==> src/inc/sopm_defs.svh <==
// sopm_defs.svh: offsets, field positions, reset values and watchdog counts
// for the system options and power monitor register bank.
// assumes an 8-bit register port with byte-wide addresses.
`ifndef SOPM_DEFS_SVH
`define SOPM_DEFS_SVH

// register offsets
`define SOPM_OFF_OPT2 8'h00
`define SOPM_OFF_IDH 8'h01
`define SOPM_OFF_IDL 8'h02
`define SOPM_OFF_PMC1 8'h03
`define SOPM_OFF_WDCFG 8'h04
`define SOPM_OFF_RSTAT 8'h05

// system_options_two fields
`define SOPM_OPT2_CLKS 7
`define SOPM_OPT2_WIN 6
`define SOPM_OPT2_TRGSRC 4
`define SOPM_OPT2_DIV_HI 2
`define SOPM_OPT2_DIV_LO 0
`define SOPM_OPT2_RST 8'h00

// power_monitor_control_one fields
`define SOPM_PMC1_WARNF 7
`define SOPM_PMC1_WACK 6
`define SOPM_PMC1_WIE 5
`define SOPM_PMC1_RSTEN 4
`define SOPM_PMC1_STOPEN 3
`define SOPM_PMC1_DETEN 2
`define SOPM_PMC1_BANDGAP_BUFFER_EN 0
`define SOPM_PMC1_RST 8'h1C

// watchdog_config fields
`define SOPM_WDCFG_TSEL_HI 1
`define SOPM_WDCFG_TSEL_LO 0
`define SOPM_WDCFG_RST 8'h03

// service pair written to the reset status register
`define SOPM_SVC_FIRST 8'h55
`define SOPM_SVC_SECOND 8'hAA

// watchdog period exponents, low-power clock and bus clock
`define SOPM_LPO_EXP1 5
`define SOPM_LPO_EXP2 8
`define SOPM_LPO_EXP3 10
`define SOPM_BUS_EXP1 13
`define SOPM_BUS_EXP2 16
`define SOPM_BUS_EXP3 18
`define SOPM_WD_WIDTH 18

`endif

==> src/inc/sopm_pkg.sv <==
// sopm_pkg: types shared by the system options and power monitor bank.
// assumes sopm_defs.svh is included alongside by the design files.
package sopm_pkg;

  typedef enum logic [0:0] {
    SOPM_SVC_IDLE = 1'b0,
    SOPM_SVC_ARMED = 1'b1
  } sopm_svc_e;

  typedef logic [7:0] sopm_byte_t;

endpackage : sopm_pkg

==> src/design/sopm_regs.sv <==
// sopm_regs: system options, part identification and power monitor bank,
// with watchdog timing, conversion trigger routing and clock output.
// assumes a single-cycle register port, analog event inputs from pins,
// and that the chip reset controller drives srst after a reset request.
//
// Summary of operation
// RULE1 - watchdog counts 1 kHz ticks when clock select clear, bus clock when set
// RULE2 - in window mode, 0x55 then 0xAA refreshes only in last quarter
// RULE3 - in window mode, any early reset-status write forces chip reset
// RULE4 - with hw trigger enabled, source bit picks counter overflow or irq pin
// RULE5 - nonzero divider enables clock pin at bus clock over twice divider
// RULE6 - zero divider disables clock output and frees the pin
// RULE7 - write-once bits take only the first write after reset
// RULE8 - read-only identification registers hold part number and revision
// RULE9 - revision field is constant and ignores writes
// RULE10 - low part-number byte in low id register, upper bits in high
// RULE11 - warning flag sets on low supply, also right after reset
// RULE12 - warning flag stays set after condition goes away
// RULE13 - acknowledge clears flag only when condition is gone, stores nothing
// RULE14 - interrupt request follows flag while interrupt enable is set
// RULE15 - detect event forces reset when reset enable and detect enable set
// RULE16 - stop enable keeps detection running in stop mode when set
// RULE17 - detect enable gates detector; when clear other detect bits ignored
// RULE18 - bandgap buffer enable switches reference buffer on or off
// RULE19 - timeout select with clock select picks period; zero disables
// RULE20 - every reset re-arms write-once locks and restores reset values
//
// Decided for this implementation: the address-and-strobe port and the register addresses.
`timescale 1ns/1ps
`include "sopm_defs.svh"
module sopm_regs
  import sopm_pkg::*;
#(
  parameter logic [11:0] PART_NUMBER = 12'h5A3, // arbitrary value
  parameter logic [3:0] REVISION = 4'h1, // arbitrary value
  parameter int DIV_W = 3
) (
  input wire logic clk,
  input wire logic srst,
  // register port
  input wire logic [7:0] reg_addr,
  input wire logic [7:0] reg_wdata,
  input wire logic reg_wr,
  input wire logic reg_rd,
  output logic [7:0] reg_rdata,
  // watchdog low-power clock, from a pin
  input wire logic lpo_clk_pin,
  // conversion trigger routing
  input wire logic conv_hw_trigger_enable,
  input wire logic rtc_overflow,
  input wire logic irq_pin,
  output logic conv_trigger,
  // divided clock output
  output logic clock_out_pin,
  output logic clock_out_en,
  // power monitor
  input wire logic low_volt_warn_in,
  input wire logic low_volt_detect_in,
  input wire logic stop_mode,
  output logic low_volt_warn_irq,
  output logic low_volt_detect_active,
  output logic bandgap_buffer_en,
  // reset request to the chip reset controller
  output logic chip_reset_req
);

  // register state
  logic watchdog_clock_select_r;
  logic watchdog_window_mode_r;
  logic conv_trigger_source_select_r;
  logic [DIV_W-1:0] clock_out_divider_r;
  logic [1:0] watchdog_timeout_select_r;
  logic low_volt_warn_flag_r;
  logic low_volt_warn_irq_en_r;
  logic low_volt_reset_en_r;
  logic low_volt_stop_en_r;
  logic low_volt_detect_en_r;
  logic bandgap_buffer_en_r;
  logic opt2_lock_r;
  logic pmc1_lock_r;
  logic wdcfg_lock_r;
  logic [7:0] rdata_r;

  // synchronisers
  logic [1:0] lpo_sync_r;
  logic lpo_last_r;
  logic [1:0] irq_sync_r;
  logic irq_last_r;
  logic [1:0] warn_sync_r;
  logic [1:0] det_sync_r;

  // watchdog
  logic [`SOPM_WD_WIDTH-1:0] wd_cnt_r;
  sopm_svc_e svc_r;
  logic wd_reset_r;
  logic lvd_reset_r;
  logic conv_trigger_r;

  logic wr_opt2;
  logic wr_pmc1;
  logic wr_wdcfg;
  logic wr_rstat;
  logic wd_tick;
  logic wd_enabled;
  logic [`SOPM_WD_WIDTH:0] wd_period;
  logic wd_in_window;
  logic wd_timeout;
  logic svc_done;
  logic detect_live;
  logic warn_live;

  // period in ticks for a timeout select and clock select
  function automatic logic [`SOPM_WD_WIDTH:0] wd_period_of(
    input logic [1:0] tsel,
    input logic clks
  );
    logic [`SOPM_WD_WIDTH:0] one;
    one = {{`SOPM_WD_WIDTH{1'b0}}, 1'b1};
    unique case ({clks, tsel})
      3'b001: wd_period_of = one << `SOPM_LPO_EXP1;
      3'b010: wd_period_of = one << `SOPM_LPO_EXP2;
      3'b011: wd_period_of = one << `SOPM_LPO_EXP3;
      3'b101: wd_period_of = one << `SOPM_BUS_EXP1;
      3'b110: wd_period_of = one << `SOPM_BUS_EXP2;
      3'b111: wd_period_of = one << `SOPM_BUS_EXP3;
      default: wd_period_of = '0;
    endcase
  endfunction : wd_period_of

  assign wr_opt2 = reg_wr && (reg_addr == `SOPM_OFF_OPT2);
  assign wr_pmc1 = reg_wr && (reg_addr == `SOPM_OFF_PMC1);
  assign wr_wdcfg = reg_wr && (reg_addr == `SOPM_OFF_WDCFG);
  assign wr_rstat = reg_wr && (reg_addr == `SOPM_OFF_RSTAT);

  // input synchronisers
  always_ff @(posedge clk) begin
    if (srst) begin
      lpo_sync_r <= 2'b00;
      lpo_last_r <= 1'b0;
      irq_sync_r <= 2'b00;
      irq_last_r <= 1'b0;
      warn_sync_r <= 2'b00;
      det_sync_r <= 2'b00;
    end else begin
      lpo_sync_r <= {lpo_sync_r[0], lpo_clk_pin};
      lpo_last_r <= lpo_sync_r[1];
      irq_sync_r <= {irq_sync_r[0], irq_pin};
      irq_last_r <= irq_sync_r[1];
      warn_sync_r <= {warn_sync_r[0], low_volt_warn_in};
      det_sync_r <= {det_sync_r[0], low_volt_detect_in};
    end
  end

  // system_options_two: clock select and window are write-once
  always_ff @(posedge clk) begin
    if (srst) begin
      watchdog_clock_select_r <=
        1'(`SOPM_OPT2_RST >> `SOPM_OPT2_CLKS); // RULE20
      watchdog_window_mode_r <= 1'b0; // RULE20
      opt2_lock_r <= 1'b0; // RULE20
    end else if (wr_opt2 && !opt2_lock_r) begin
      watchdog_clock_select_r <= reg_wdata[`SOPM_OPT2_CLKS]; // RULE7
      watchdog_window_mode_r <= reg_wdata[`SOPM_OPT2_WIN]; // RULE7
      opt2_lock_r <= 1'b1; // RULE7
    end
  end

  always_ff @(posedge clk) begin
    if (srst) begin
      conv_trigger_source_select_r <= 1'b0;
      clock_out_divider_r <= '0;
    end else if (wr_opt2) begin
      conv_trigger_source_select_r <= reg_wdata[`SOPM_OPT2_TRGSRC];
      clock_out_divider_r <=
        reg_wdata[`SOPM_OPT2_DIV_LO +: DIV_W];
    end
  end

  // watchdog_config: timeout select, write-once
  always_ff @(posedge clk) begin
    if (srst) begin
      watchdog_timeout_select_r <= 2'(`SOPM_WDCFG_RST); // RULE20
      wdcfg_lock_r <= 1'b0; // RULE20
    end else if (wr_wdcfg && !wdcfg_lock_r) begin
      watchdog_timeout_select_r <=
        reg_wdata[`SOPM_WDCFG_TSEL_HI:`SOPM_WDCFG_TSEL_LO]; // RULE7
      wdcfg_lock_r <= 1'b1; // RULE7
    end
  end

  // power_monitor_control_one: write-once reset and detect enables
  always_ff @(posedge clk) begin
    if (srst) begin
      low_volt_reset_en_r <=
        1'(`SOPM_PMC1_RST >> `SOPM_PMC1_RSTEN); // RULE20
      low_volt_detect_en_r <=
        1'(`SOPM_PMC1_RST >> `SOPM_PMC1_DETEN); // RULE20
      pmc1_lock_r <= 1'b0; // RULE20
    end else if (wr_pmc1 && !pmc1_lock_r) begin
      low_volt_reset_en_r <= reg_wdata[`SOPM_PMC1_RSTEN]; // RULE7
      low_volt_detect_en_r <= reg_wdata[`SOPM_PMC1_DETEN]; // RULE7
      pmc1_lock_r <= 1'b1; // RULE7
    end
  end

  always_ff @(posedge clk) begin
    if (srst) begin
      low_volt_warn_irq_en_r <= 1'(`SOPM_PMC1_RST >> `SOPM_PMC1_WIE);
      low_volt_stop_en_r <= 1'(`SOPM_PMC1_RST >> `SOPM_PMC1_STOPEN);
      bandgap_buffer_en_r <= 1'(`SOPM_PMC1_RST >> `SOPM_PMC1_BANDGAP_BUFFER_EN);
    end else if (wr_pmc1) begin
      low_volt_warn_irq_en_r <= reg_wdata[`SOPM_PMC1_WIE];
      low_volt_stop_en_r <= reg_wdata[`SOPM_PMC1_STOPEN]; // RULE16
      bandgap_buffer_en_r <= reg_wdata[`SOPM_PMC1_BANDGAP_BUFFER_EN]; // RULE18
    end
  end

  // warning flag: set beats acknowledge
  assign warn_live = warn_sync_r[1];
  always_ff @(posedge clk) begin
    if (srst) begin
      low_volt_warn_flag_r <= 1'b0;
    end else if (warn_live) begin
      low_volt_warn_flag_r <= 1'b1; // RULE11 RULE12
    end else if (wr_pmc1 && reg_wdata[`SOPM_PMC1_WACK]) begin
      low_volt_warn_flag_r <= 1'b0; // RULE13
    end
  end

  // detector gating and detect reset
  assign detect_live = low_volt_detect_en_r &&
    (!stop_mode || low_volt_stop_en_r); // RULE16 RULE17
  always_ff @(posedge clk) begin
    if (srst) begin
      lvd_reset_r <= 1'b0;
    end else begin
      lvd_reset_r <= detect_live && low_volt_reset_en_r &&
        det_sync_r[1]; // RULE15
    end
  end

  // watchdog tick source and period
  assign wd_tick = watchdog_clock_select_r ? 1'b1 :
    (lpo_sync_r[1] && !lpo_last_r); // RULE1
  assign wd_period = wd_period_of(watchdog_timeout_select_r,
    watchdog_clock_select_r); // RULE19
  assign wd_enabled = (watchdog_timeout_select_r != 2'b00); // RULE19
  // window opens after three quarters of the period
  assign wd_in_window = ({1'b0, wd_cnt_r} >=
    (wd_period - (wd_period >> 2))); // RULE2 RULE3
  assign wd_timeout = wd_enabled && wd_tick &&
    ({1'b0, wd_cnt_r} + 19'h0_0001 >= wd_period);
  assign svc_done = wr_rstat && (svc_r == SOPM_SVC_ARMED) &&
    (reg_wdata == `SOPM_SVC_SECOND) &&
    (!watchdog_window_mode_r || wd_in_window); // RULE2

  // service sequence
  always_ff @(posedge clk) begin
    if (srst) begin
      svc_r <= SOPM_SVC_IDLE;
    end else if (wr_rstat) begin
      svc_r <= (reg_wdata == `SOPM_SVC_FIRST) ? SOPM_SVC_ARMED :
        SOPM_SVC_IDLE;
    end
  end

  // watchdog counter
  always_ff @(posedge clk) begin
    if (srst || !wd_enabled || svc_done || wd_timeout) begin
      wd_cnt_r <= '0;
    end else if (wd_tick) begin
      wd_cnt_r <= wd_cnt_r + 18'h0_0001;
    end
  end

  // watchdog reset: timeout or early write in window mode
  always_ff @(posedge clk) begin
    if (srst) begin
      wd_reset_r <= 1'b0;
    end else begin
      wd_reset_r <= wd_timeout || (wd_enabled &&
        watchdog_window_mode_r && wr_rstat && !wd_in_window); // RULE3
    end
  end

  // conversion trigger while rtc_overflow is high, or on rising edge of the irq pin
  always_ff @(posedge clk) begin
    if (srst) begin
      conv_trigger_r <= 1'b0;
    end else begin
      conv_trigger_r <= conv_hw_trigger_enable &&
        (conv_trigger_source_select_r ?
        (irq_sync_r[1] && !irq_last_r) : rtc_overflow); // RULE4
    end
  end

  // read data one cycle after the strobe
  always_ff @(posedge clk) begin
    if (srst) begin
      rdata_r <= 8'h00;
    end else if (reg_rd) begin
      unique case (reg_addr)
        `SOPM_OFF_OPT2: rdata_r <= {watchdog_clock_select_r,
          watchdog_window_mode_r, 1'b0, conv_trigger_source_select_r,
          1'b0, clock_out_divider_r};
        `SOPM_OFF_IDH: rdata_r <= {REVISION, PART_NUMBER[11:8]}; // RULE8 RULE9
        `SOPM_OFF_IDL: rdata_r <= PART_NUMBER[7:0]; // RULE10
        `SOPM_OFF_PMC1: rdata_r <= {low_volt_warn_flag_r, 1'b0,
          low_volt_warn_irq_en_r, low_volt_reset_en_r,
          low_volt_stop_en_r, low_volt_detect_en_r, 1'b0,
          bandgap_buffer_en_r}; // RULE13
        `SOPM_OFF_WDCFG: rdata_r <= {6'h00, watchdog_timeout_select_r};
        default: rdata_r <= 8'h00;
      endcase
    end else begin
      rdata_r <= 8'h00;
    end
  end

  sopm_clkdiv #(
    .DW(DIV_W)
  ) u_clkdiv (
    .clk(clk),
    .srst(srst),
    .divider(clock_out_divider_r), // RULE5 RULE6
    .clk_out(clock_out_pin),
    .clk_out_en(clock_out_en)
  );

  assign reg_rdata = rdata_r;
  assign conv_trigger = conv_trigger_r;
  assign low_volt_warn_irq = low_volt_warn_flag_r &&
    low_volt_warn_irq_en_r; // RULE14
  assign low_volt_detect_active = detect_live; // RULE17
  assign bandgap_buffer_en = bandgap_buffer_en_r; // RULE18
  assign chip_reset_req = wd_reset_r || lvd_reset_r;

endmodule : sopm_regs

==> src/design/sopm_clkdiv.sv <==
// sopm_clkdiv: divided bus-clock output, clk / (2 * divider).
// assumes the divider comes from a register on the same clock.
`timescale 1ns/1ps
module sopm_clkdiv #(
  parameter int DW = 3
) (
  input wire logic clk,
  input wire logic srst,
  input wire logic [DW-1:0] divider,
  output logic clk_out,
  output logic clk_out_en
);

  logic [DW-1:0] cnt_r;
  logic clk_out_r;

  always_ff @(posedge clk) begin
    if (srst || divider == '0) begin
      cnt_r <= '0;
      clk_out_r <= 1'b0;
    end else if (cnt_r + {{(DW-1){1'b0}}, 1'b1} >= divider) begin
      // half period is divider bus cycles
      cnt_r <= '0;
      clk_out_r <= ~clk_out_r;
    end else begin
      cnt_r <= cnt_r + {{(DW-1){1'b0}}, 1'b1};
    end
  end

  assign clk_out = clk_out_r;
  assign clk_out_en = (divider != '0);

endmodule : sopm_clkdiv

==> config.mk <==
export PLATFORM = sky130hd
export DESIGN_NAME = sopm_regs
export DESIGN_NICKNAME = d
export VERILOG_FILES = /design/src/inc/sopm_pkg.sv /design/src/design/sopm_regs.sv /design/src/design/sopm_clkdiv.sv
export VERILOG_INCLUDE_DIRS = /design/src /design/src/inc
export SDC_FILE = /design/constraint.sdc
export NUM_CORES = 1
export LEC_CHECK = 0
export BUFFER_PORTS_ARGS = -buffer_cell sky130_fd_sc_hd__buf_2
export CAP_MARGIN = 0
export CORE_MARGIN = 3
export CORE_UTILIZATION = 53
export DETAILED_ROUTE_END_ITERATION = 7
export PLACE_DENSITY = 0.73
export SLEW_MARGIN = 20
export SYNTH_ARGS = -nofsm -noshare
export SYNTH_HDL_FRONTEND = slang
export SYNTH_HIERARCHICAL = 1
export SYNTH_SLANG_ARGS = --single-unit
==> constraint.sdc <==
create_clock -name clk -period 3.3 [get_ports clk]
set_input_delay 0.33 -clock clk [delete_from_list [all_inputs] [get_ports clk]]
set_output_delay 0.33 -clock clk [all_outputs]
set_load 0.03 [all_outputs]
==> summary.txt, run 1 <==
Outcome
  – Status: finished, final reports clean

Pwr
  – Power density relative to cell area: 363 mW/mm2
  – Static leakage power: 1.70 nW
  – Total internal power: about 1.1 mW
  – Maximum VDD drop: 0.298 mV
  – Net switching share of the total power: between 20% and 30%
  – Portion of total power attributed to the clock network: 45.1%
  – Share of power burned in combinational logic: 5.1%
  – Net switching component of the power: 0.375 mW
  – Sequential group share of total power: 49.8%

Drt
  – Average detailed-routed wire length per instance: roughly 16 um
  – First-pass detailed-route iteration total: 5
  – Number of vias per cell: 5.93
  – Iteration-0 DRC Markers: 189
  – DRC violation count after routing: 0
  – Antenna violation net count after detailed routing: 0
  – Count of vias placed by the detailed router: 3,195
  – Routed WL: 8530 um

Timing
  – Clock Skew: 9.15 ps
  – Setup_tns: 0 ps
  – Number of endpoints failing setup at the final stage: 0
  – Tcrit/Tclk final: just under 90%
  – Time the final worst path needs with I/O delays and setup: slightly below 3000 ps
  – Achievable clock frequency: 343 MHz
  – Slew Viols, Final: 0
  – Worst relative slew slack: about two fifths
  – Unrepaired setup endpoints after global routing: false
  – Measured slew at the worst slew-check pin: approximately 880 ps
  – Count of endpoints failing hold in the final timing report: 0

GRT
  – Tot GR Track Use: a little under a quarter
  – Overflow left after global routing: 0
  – Vias in the first global route: approximately 3,000
  – Wire length of the first global-routing pass: 14,600 um
  – Antenna violations before repair: 0
  – Pin count of the biggest net entering global routing: 33

Clocking
  – Maximum level of the CTS H-tree: 3
  – CTS tree: done
  – Register clock-pin slew on the reported worst setup and hold paths: 80 ps
  – Clock insertion delay at the later pin of the skew report: 350 ps
  – Num CTS Buffers: 9
  – CTS sink cnt: ~60
  – Clock root buffer: sky130_fd_sc_hd__clkbuf_8
  – Clock tree buffer depth: 2
  – Number of hold buffers added after CTS: 0

Floorplan
  – Row cnt: 29
  – Core Area: roughly 0.0065 mm2
  – Initial core utilization: 56.3%
  – Overall die area: 0.00797 mm2
  – Die width: 89.3 um
  – Vertical die dimension: 89.3 um
  – Top-level port count: 42

Cells and area
  – Multi-input gate area: between 0.002 and 0.0025 mm2
  – FF/Latch Area: between 0.001 and 0.0015 mm2
  – Filler instances: about 570
  – Filler-free cell count of the finished design: about 540
  – Highest-count cells in the layout ignoring fill and taps: sky130_fd_sc_hd__dfxtp_1 (61), sky130_fd_sc_hd__nor2_1 (41), sky130_fd_sc_hd__buf_2 (41)
  – Core utilization of the finished layout: 63.2%
  – Antenna diode count: 0
  – Fraction of layout instances using a drive strength above 1: 21.6%
  – Final nets: 510
  – Signed area change from the synthesized netlist to the final layout: 12.3%
  – Most common cell after layout, fill and taps aside: sky130_fd_sc_hd__dfxtp_1

Synthesis
  – Number of warnings printed during yosys synthesis: 6
  – Most used DFF post-synth: sky130_fd_sc_hd__dfxtp_1
  – Number of distinct library cell variants in the gate-level netlist after synthesis: 66
  – Share of synthesized area occupied by flip-flops and latches: between 30% and 40%
  – Post-synthesis area per instance: 8.97 um2
  – Synthesized Nets: 463
  – Share of flip-flops with an asynchronous set or reset after synthesis: 0%
  – Post-synthesis cell area: 0.00368 mm2
  – Number of storage elements in the synthesis netlist: 61
  – Cells after synthesis: 410
  – Number of synthesized flops with an enable pin: 0

Hold path
  – Start point of the worst hold path: lpo_clk_pin
  – Hold path cells: 2
  – Worst hold endpoint: lpo_sync_r[0]$_SDFF_PP0_
  – Worst min path class: input pin to flip-flop

Placed design
  – Number of I/O port buffers: 41
  – Cell count after placement: 522
  – HPWL after detailed placement: 6210 um
  – Gpl congestion: 0.914

Worst setup path
  – Data required, critical path: 3490 ps
  – Startpoint-to-endpoint class of the critical path: flip-flop to flip-flop
  – Worst reg2reg path endpoint: wd_cnt_r[1]$_SDFFE_PP0P_
  – Worst reg-to-reg setup slack: 390 ps
  – Arrival time of the worst setup path: 3100 ps
  – Depth of the worst register-to-register path: 12
  – CP Capture Type: flip-flop
  – Launching point of the worst reg2reg path: wd_cnt_r[3]$_SDFFE_PP0P_
  – Maximum fanout along the worst path: 16
  – CP Launch Type: flip-flop

Run
  – Number of max-cap violations: 0
-- metal layers --
metal | routed length (um) | part of all wire, % | GRT usage (%)
met5 | 0 | 0 | 0
met4 | 120 | 1.4 | 8.12
met3 | 413 | 4.8 | 4.88
met2 | 3940 | 46 | 36.2
met1 | 4050 | 48 | 32.5
-- metrics by stage --
step                      total power, mW  worst slack [ps]  instance area, um2  hold slack (ps)
after floorplan                     0.809               142                3680              407
after global placement              0.838               407                3910              419
after detailed placement            0.840               294                3910              426
after CTS                            1.51               273                4110              187
after global routing                 1.54               139                4130              202
final                                1.50               388                4130              192
-- worst max path at each step --
stage,slack [ps],startpoint,cells past startpoint,to
global placement,410,wd_cnt_r[3]$_SDFFE_PP0P_,11,wd_cnt_r[3]$_SDFFE_PP0P_
finish,390,wd_cnt_r[3]$_SDFFE_PP0P_,12,wd_cnt_r[1]$_SDFFE_PP0P_
CTS,270,wd_cnt_r[3]$_SDFFE_PP0P_,11,wd_cnt_r[3]$_SDFFE_PP0P_
detailed placement,290,wd_cnt_r[3]$_SDFFE_PP0P_,11,wd_cnt_r[11]$_SDFFE_PP0P_
global route,140,wd_cnt_r[5]$_SDFFE_PP0P_,12,wd_cnt_r[3]$_SDFFE_PP0P_
floorplan,140,wd_cnt_r[1]$_SDFFE_PP0P_,13,wd_cnt_r[6]$_SDFFE_PP0P_
-- flip-flops by register name, indices dropped and copies added (netlist names), 2 cells and up --
register and count:
lpo_sync_r 2, wd_cnt_r 18, warn_sync_r 2, clock_out_divider_r 3, det_sync_r 2, watchdog_timeout_select_r 2, reg_rdata 8, irq_sync_r 2
u_clkdiv/cnt_r 3
-- critical path: stages, from the launching register on --
cell,delay [ps]
sky130_fd_sc_hd__dfxtp_1,510
sky130_fd_sc_hd__nand4_1,190
sky130_fd_sc_hd__nor2_1,170
sky130_fd_sc_hd__buf_4,160
sky130_fd_sc_hd__xnor2_1,70
sky130_fd_sc_hd__ha_1,340
sky130_fd_sc_hd__nand3_1,80
sky130_fd_sc_hd__or4_1,430
sky130_fd_sc_hd__a32oi_1,220
sky130_fd_sc_hd__o311ai_2,140
sky130_fd_sc_hd__a31oi_4,210
sky130_fd_sc_hd__buf_12,160
sky130_fd_sc_hd__nor4_1,60
-- layout make-up --
type	instances	area share, %
clock inverters	7	1.82
flip-flops and latches	61	29.6
well taps	77	2.33
multi-input cells	308	52.9
clock buffers	9	3.00
repair buffers	61	8.91
inverters	16	1.45
-- power groups by stage --
stage	Sequential, mW	Clock, mW	Combinational [mW]
5_1_grt	0.747	0.709	0.0845
3_5_place_dp	0.764	0	0.0759
2_1_floorplan	0.765	0	0.0440
6_report	0.747	0.676	0.0760
3_3_place_gp	0.763	0	0.0743
4_1_cts	0.747	0.684	0.0763
-- kinds of logic (layout without fill, tap and decap cells) --
family,after synthesis,in the layout,share of synthesized area [%]
multiplexers,15,15,4.12
flip-flops,61,61,33.2
buffers and inverters,41,93,7.39
AO/OA/AOI/OAI,47,47,9.77
AND/OR/NAND/NOR,191,191,29.7
XOR/XNOR,29,29,6.91
adder cells (fa/ha/maj),26,26,8.85
-- timing repair --
| action | 4_1_cts | 5_1_grt |
|---|---|---|
| endpoints found under the setup margin | 0 | 13 |
| resized for setup | 0 | 0 |
| buffers inserted | 0 | 1 |
| hold endpoints to repair | 0 | 0 |
-- synthesized netlist by cell type, types with 5 or more instances --
library cell               number  share of area (%)
sky130_fd_sc_hd__dfxtp_1       61                 33
sky130_fd_sc_hd__nor2_1        41                4.2
sky130_fd_sc_hd__nor4_1        27                4.6
sky130_fd_sc_hd__ha_1          26                8.8
sky130_fd_sc_hd__nand2_1       23                2.3
sky130_fd_sc_hd__inv_1         15                1.5
sky130_fd_sc_hd__nand3_1       15                2.0
sky130_fd_sc_hd__nor3_1        15                2.0
sky130_fd_sc_hd__xor2_1        15                3.6
sky130_fd_sc_hd__mux2i_1       14                3.8
sky130_fd_sc_hd__nor2b_1       14                2.4
sky130_fd_sc_hd__xnor2_1       14                3.3
sky130_fd_sc_hd__nand4_1       12                2.0
sky130_fd_sc_hd__clkbuf_1      11                1.1
sky130_fd_sc_hd__a21oi_1        9                1.2
sky130_fd_sc_hd__nand3b_1       8                1.6
sky130_fd_sc_hd__o21ai_0        8                1.1
sky130_fd_sc_hd__and3_1         5               0.85
sky130_fd_sc_hd__or2_2          5               0.85
Power figures use the tool's default switching activity.
==> inputs of run 2 (changes only) <==
- CORE_UTILIZATION: 53 -> 59
- PLACE_DENSITY: 0.73 -> 0.77
- clock period: 3.3 -> 2.8 ns (I/O delays scaled with it)
==> run 2 against run 1 <==
Clock skew down 2.3 ps. Global-route usage increased by 1.8 points. Worst setup slack lost 360 ps. Core utilization is 8.5 points higher. Non-clock buffer count grew 12. Final cell count increased by 1.9%. Critical endpoint is now wd_cnt_r[4]$_SDFFE_PP0P_. Largest cell class unchanged.
==> summary.txt, run 2 (same netlist as run 1, synthesis figures left out) <==
Outcome
  – Status: finished, final reports clean

Floorplan
  – Initial core utilization: between 60% and 70%
  – Die width: 84.9 um
  – Core Area: roughly 0.006 mm2
  – Vertical die dimension: 84.9 um
  – Top-level port count: 42
  – Overall die area: 0.00721 mm2
  – Row cnt: 28

Clocking
  – Maximum level of the CTS H-tree: 3
  – Register clock-pin slew on the reported worst setup and hold paths: ~80 ps
  – Clock insertion delay at the later pin of the skew report: 350 ps
  – CTS sink cnt: around 60
  – Clock tree buffer depth: 2
  – Num CTS Buffers: 9
  – Number of hold buffers added after CTS: 0
  – Clock root buffer: sky130_fd_sc_hd__clkbuf_8
  – CTS tree: done

Pwr
  – Power density relative to cell area: 415 mW/mm2
  – Static leakage power: 1.77 nW
  – Maximum VDD drop: 0.495 mV
  – Total power: 1.78 mW

Timing
  – Worst relative slew slack: 56.4%
  – Time the final worst path needs with I/O delays and setup: around 2800 ps
  – Tcrit/Tclk final: between 90% and 100%
  – Setup_tns: 0 ps
  – Hold slack: 142 ps
  – Number of endpoints failing setup at the final stage: 0
  – Setup ws final: 27.2 ps
  – Measured slew at the worst slew-check pin: 649 ps
  – Unrepaired setup endpoints after global routing: true
  – Slew Viols, Final: 0
  – Clock Skew: 6.85 ps
  – Achievable clock frequency: approximately 360 MHz
  – Count of endpoints failing hold in the final timing report: 0

Cells and area
  – Highest-count cells in the layout ignoring fill and taps: sky130_fd_sc_hd__dfxtp_1 (59), sky130_fd_sc_hd__buf_2 (41), sky130_fd_sc_hd__nor2_1 (40)
  – Antenna diode count: 0
  – Filler instances: between 400 and 500
  – Flip-flop count of the largest register, all copies and words added: 18
  – Fin area: 0.00429 mm2
  – Filler-free cell count of the finished design: roughly 550
  – Most common cell after layout, fill and taps aside: sky130_fd_sc_hd__dfxtp_1
  – Top reg by flops: wd_cnt_r
  – Core utilization of the finished layout: 71.7%
  – Final nets: 522
  – Signed area change from the synthesized netlist to the final layout: 16.8%
  – Fraction of layout instances using a drive strength above 1: about a quarter

Drt
  – Average detailed-routed wire length per instance: 15.9 um
  – First-pass detailed-route iteration total: 4
  – Number of vias per cell: 5.91
  – DRC violation count after routing: 0
  – Count of vias placed by the detailed router: ~3,200
  – Iteration-0 DRC Markers: 146
  – Antenna violation net count after detailed routing: 0
  – Routed WL: 8740 um

Worst setup path
  – Worst-path cell with the longest stage delay: sky130_fd_sc_hd__or4_4
  – Maximum fanout along the worst path: 16
  – Arrival time of the worst setup path: 3010 ps
  – Data required, critical path: roughly 3000 ps
  – Cell-by-cell trace of the critical path: ha_4 > nand4_1 > nor2_2 > buf_4 > xnor2_1 > ha_1 > nand3_1 > or4_4 > a32oi_2 > o311ai_4 > a31oi_4 > buf_12 > nor4_1
  – Startpoint-to-endpoint class of the critical path: flip-flop to flip-flop
  – Cell class contributing the biggest share of worst-path delay: simple AND/OR/NAND/NOR gates
  – CP Launch Type: flip-flop
  – Combined buffer and inverter count along the critical path: 2
  – CP Capture Type: flip-flop
  – Stage delay of the slowest cell on the critical path: about 430 ps

GRT
  – Overflow left after global routing: 0
  – Antenna violations before repair: 0
  – Tot GR Track Use: 25.3%
  – Vias in the first global route: a little over 3,000
  – Wire length of the first global-routing pass: 14,800 um
  – Pin count of the biggest net entering global routing: 33

Placed design
  – Gpl congestion: between 0.8 and 0.9
  – Cell count after placement: approximately 530
  – Number of I/O port buffers: 41
  – Worst slack, placed: 75.7 ps
  – Standard cell area after detailed placement: 0.00404 mm2
  – HPWL after detailed placement: 6280 um

Hold path
  – Worst min path class: input pin to flip-flop

Run
  – Number of max-cap violations: 0
==> run 2: cell types whose count changed in the layout (fill, tap and decap cells not counted), sizes merged <==
cell	before	now
buf	61	73
clkinvlp	3	2
inv	17	18
==> run 2: where the power goes <==
part	internal, mW	switching (mW)	total [mW]
Combinational	0.0366	0.0562	0.0928
Sequential	0.876	0.00405	0.880
Clock	0.414	0.394	0.808
==> run 2: path summary, 6_finish.rpt <==
| check | from | endpoint | slack (ps) | depth (start not counted) |
|---|---|---|---|---|
| max | wd_cnt_r[0]$_SDFFE_PP0P_ | wd_cnt_r[4]$_SDFFE_PP0P_ | 30 | 13 |
| min | low_volt_detect_in | det_sync_r[0]$_SDFF_PP0_ | 140 | 2 |
| max reg2reg | wd_cnt_r[0]$_SDFFE_PP0P_ | wd_cnt_r[4]$_SDFFE_PP0P_ | 30 | 13 |
| min reg2reg | det_sync_r[0]$_SDFF_PP0_ | det_sync_r[1]$_SDFF_PP0_ | 450 | 1 |
==> run 2: final cells by class <==
cell class | instances | area, um2 | share of cell area (%)
Timing Repair Buffer | 73 | 470 | 11.0
Tap cell | 75 | 93.8 | 2.19
Inverter | 16 | 60.1 | 1.40
Multi-Input combinational cell | 308 | 2240 | 52.3
Sequential cell | 61 | 1230 | 28.6
Clock inverter | 7 | 73.8 | 1.72
Clock buffer | 9 | 124 | 2.89
==> run 2: per-layer routing <==
layer | GRT usage [%] | up-vias | part of all wire, %
met5 | 0 | - | 0
met4 | 8.49 | 0 | 1.8
met3 | 4.85 | 15 | 6.1
met2 | 40.9 | 98 | 47
met1 | 34.0 | 1529 | 45
li1 | - | 1600 | -
==> run 2: repair_timing <==
item                                    4_1_cts  5_1_grt
endpoints found under the setup margin        0       17
setup buffers                                 0        1
hold endpoints to repair                      0        0
resized for setup                             0        8
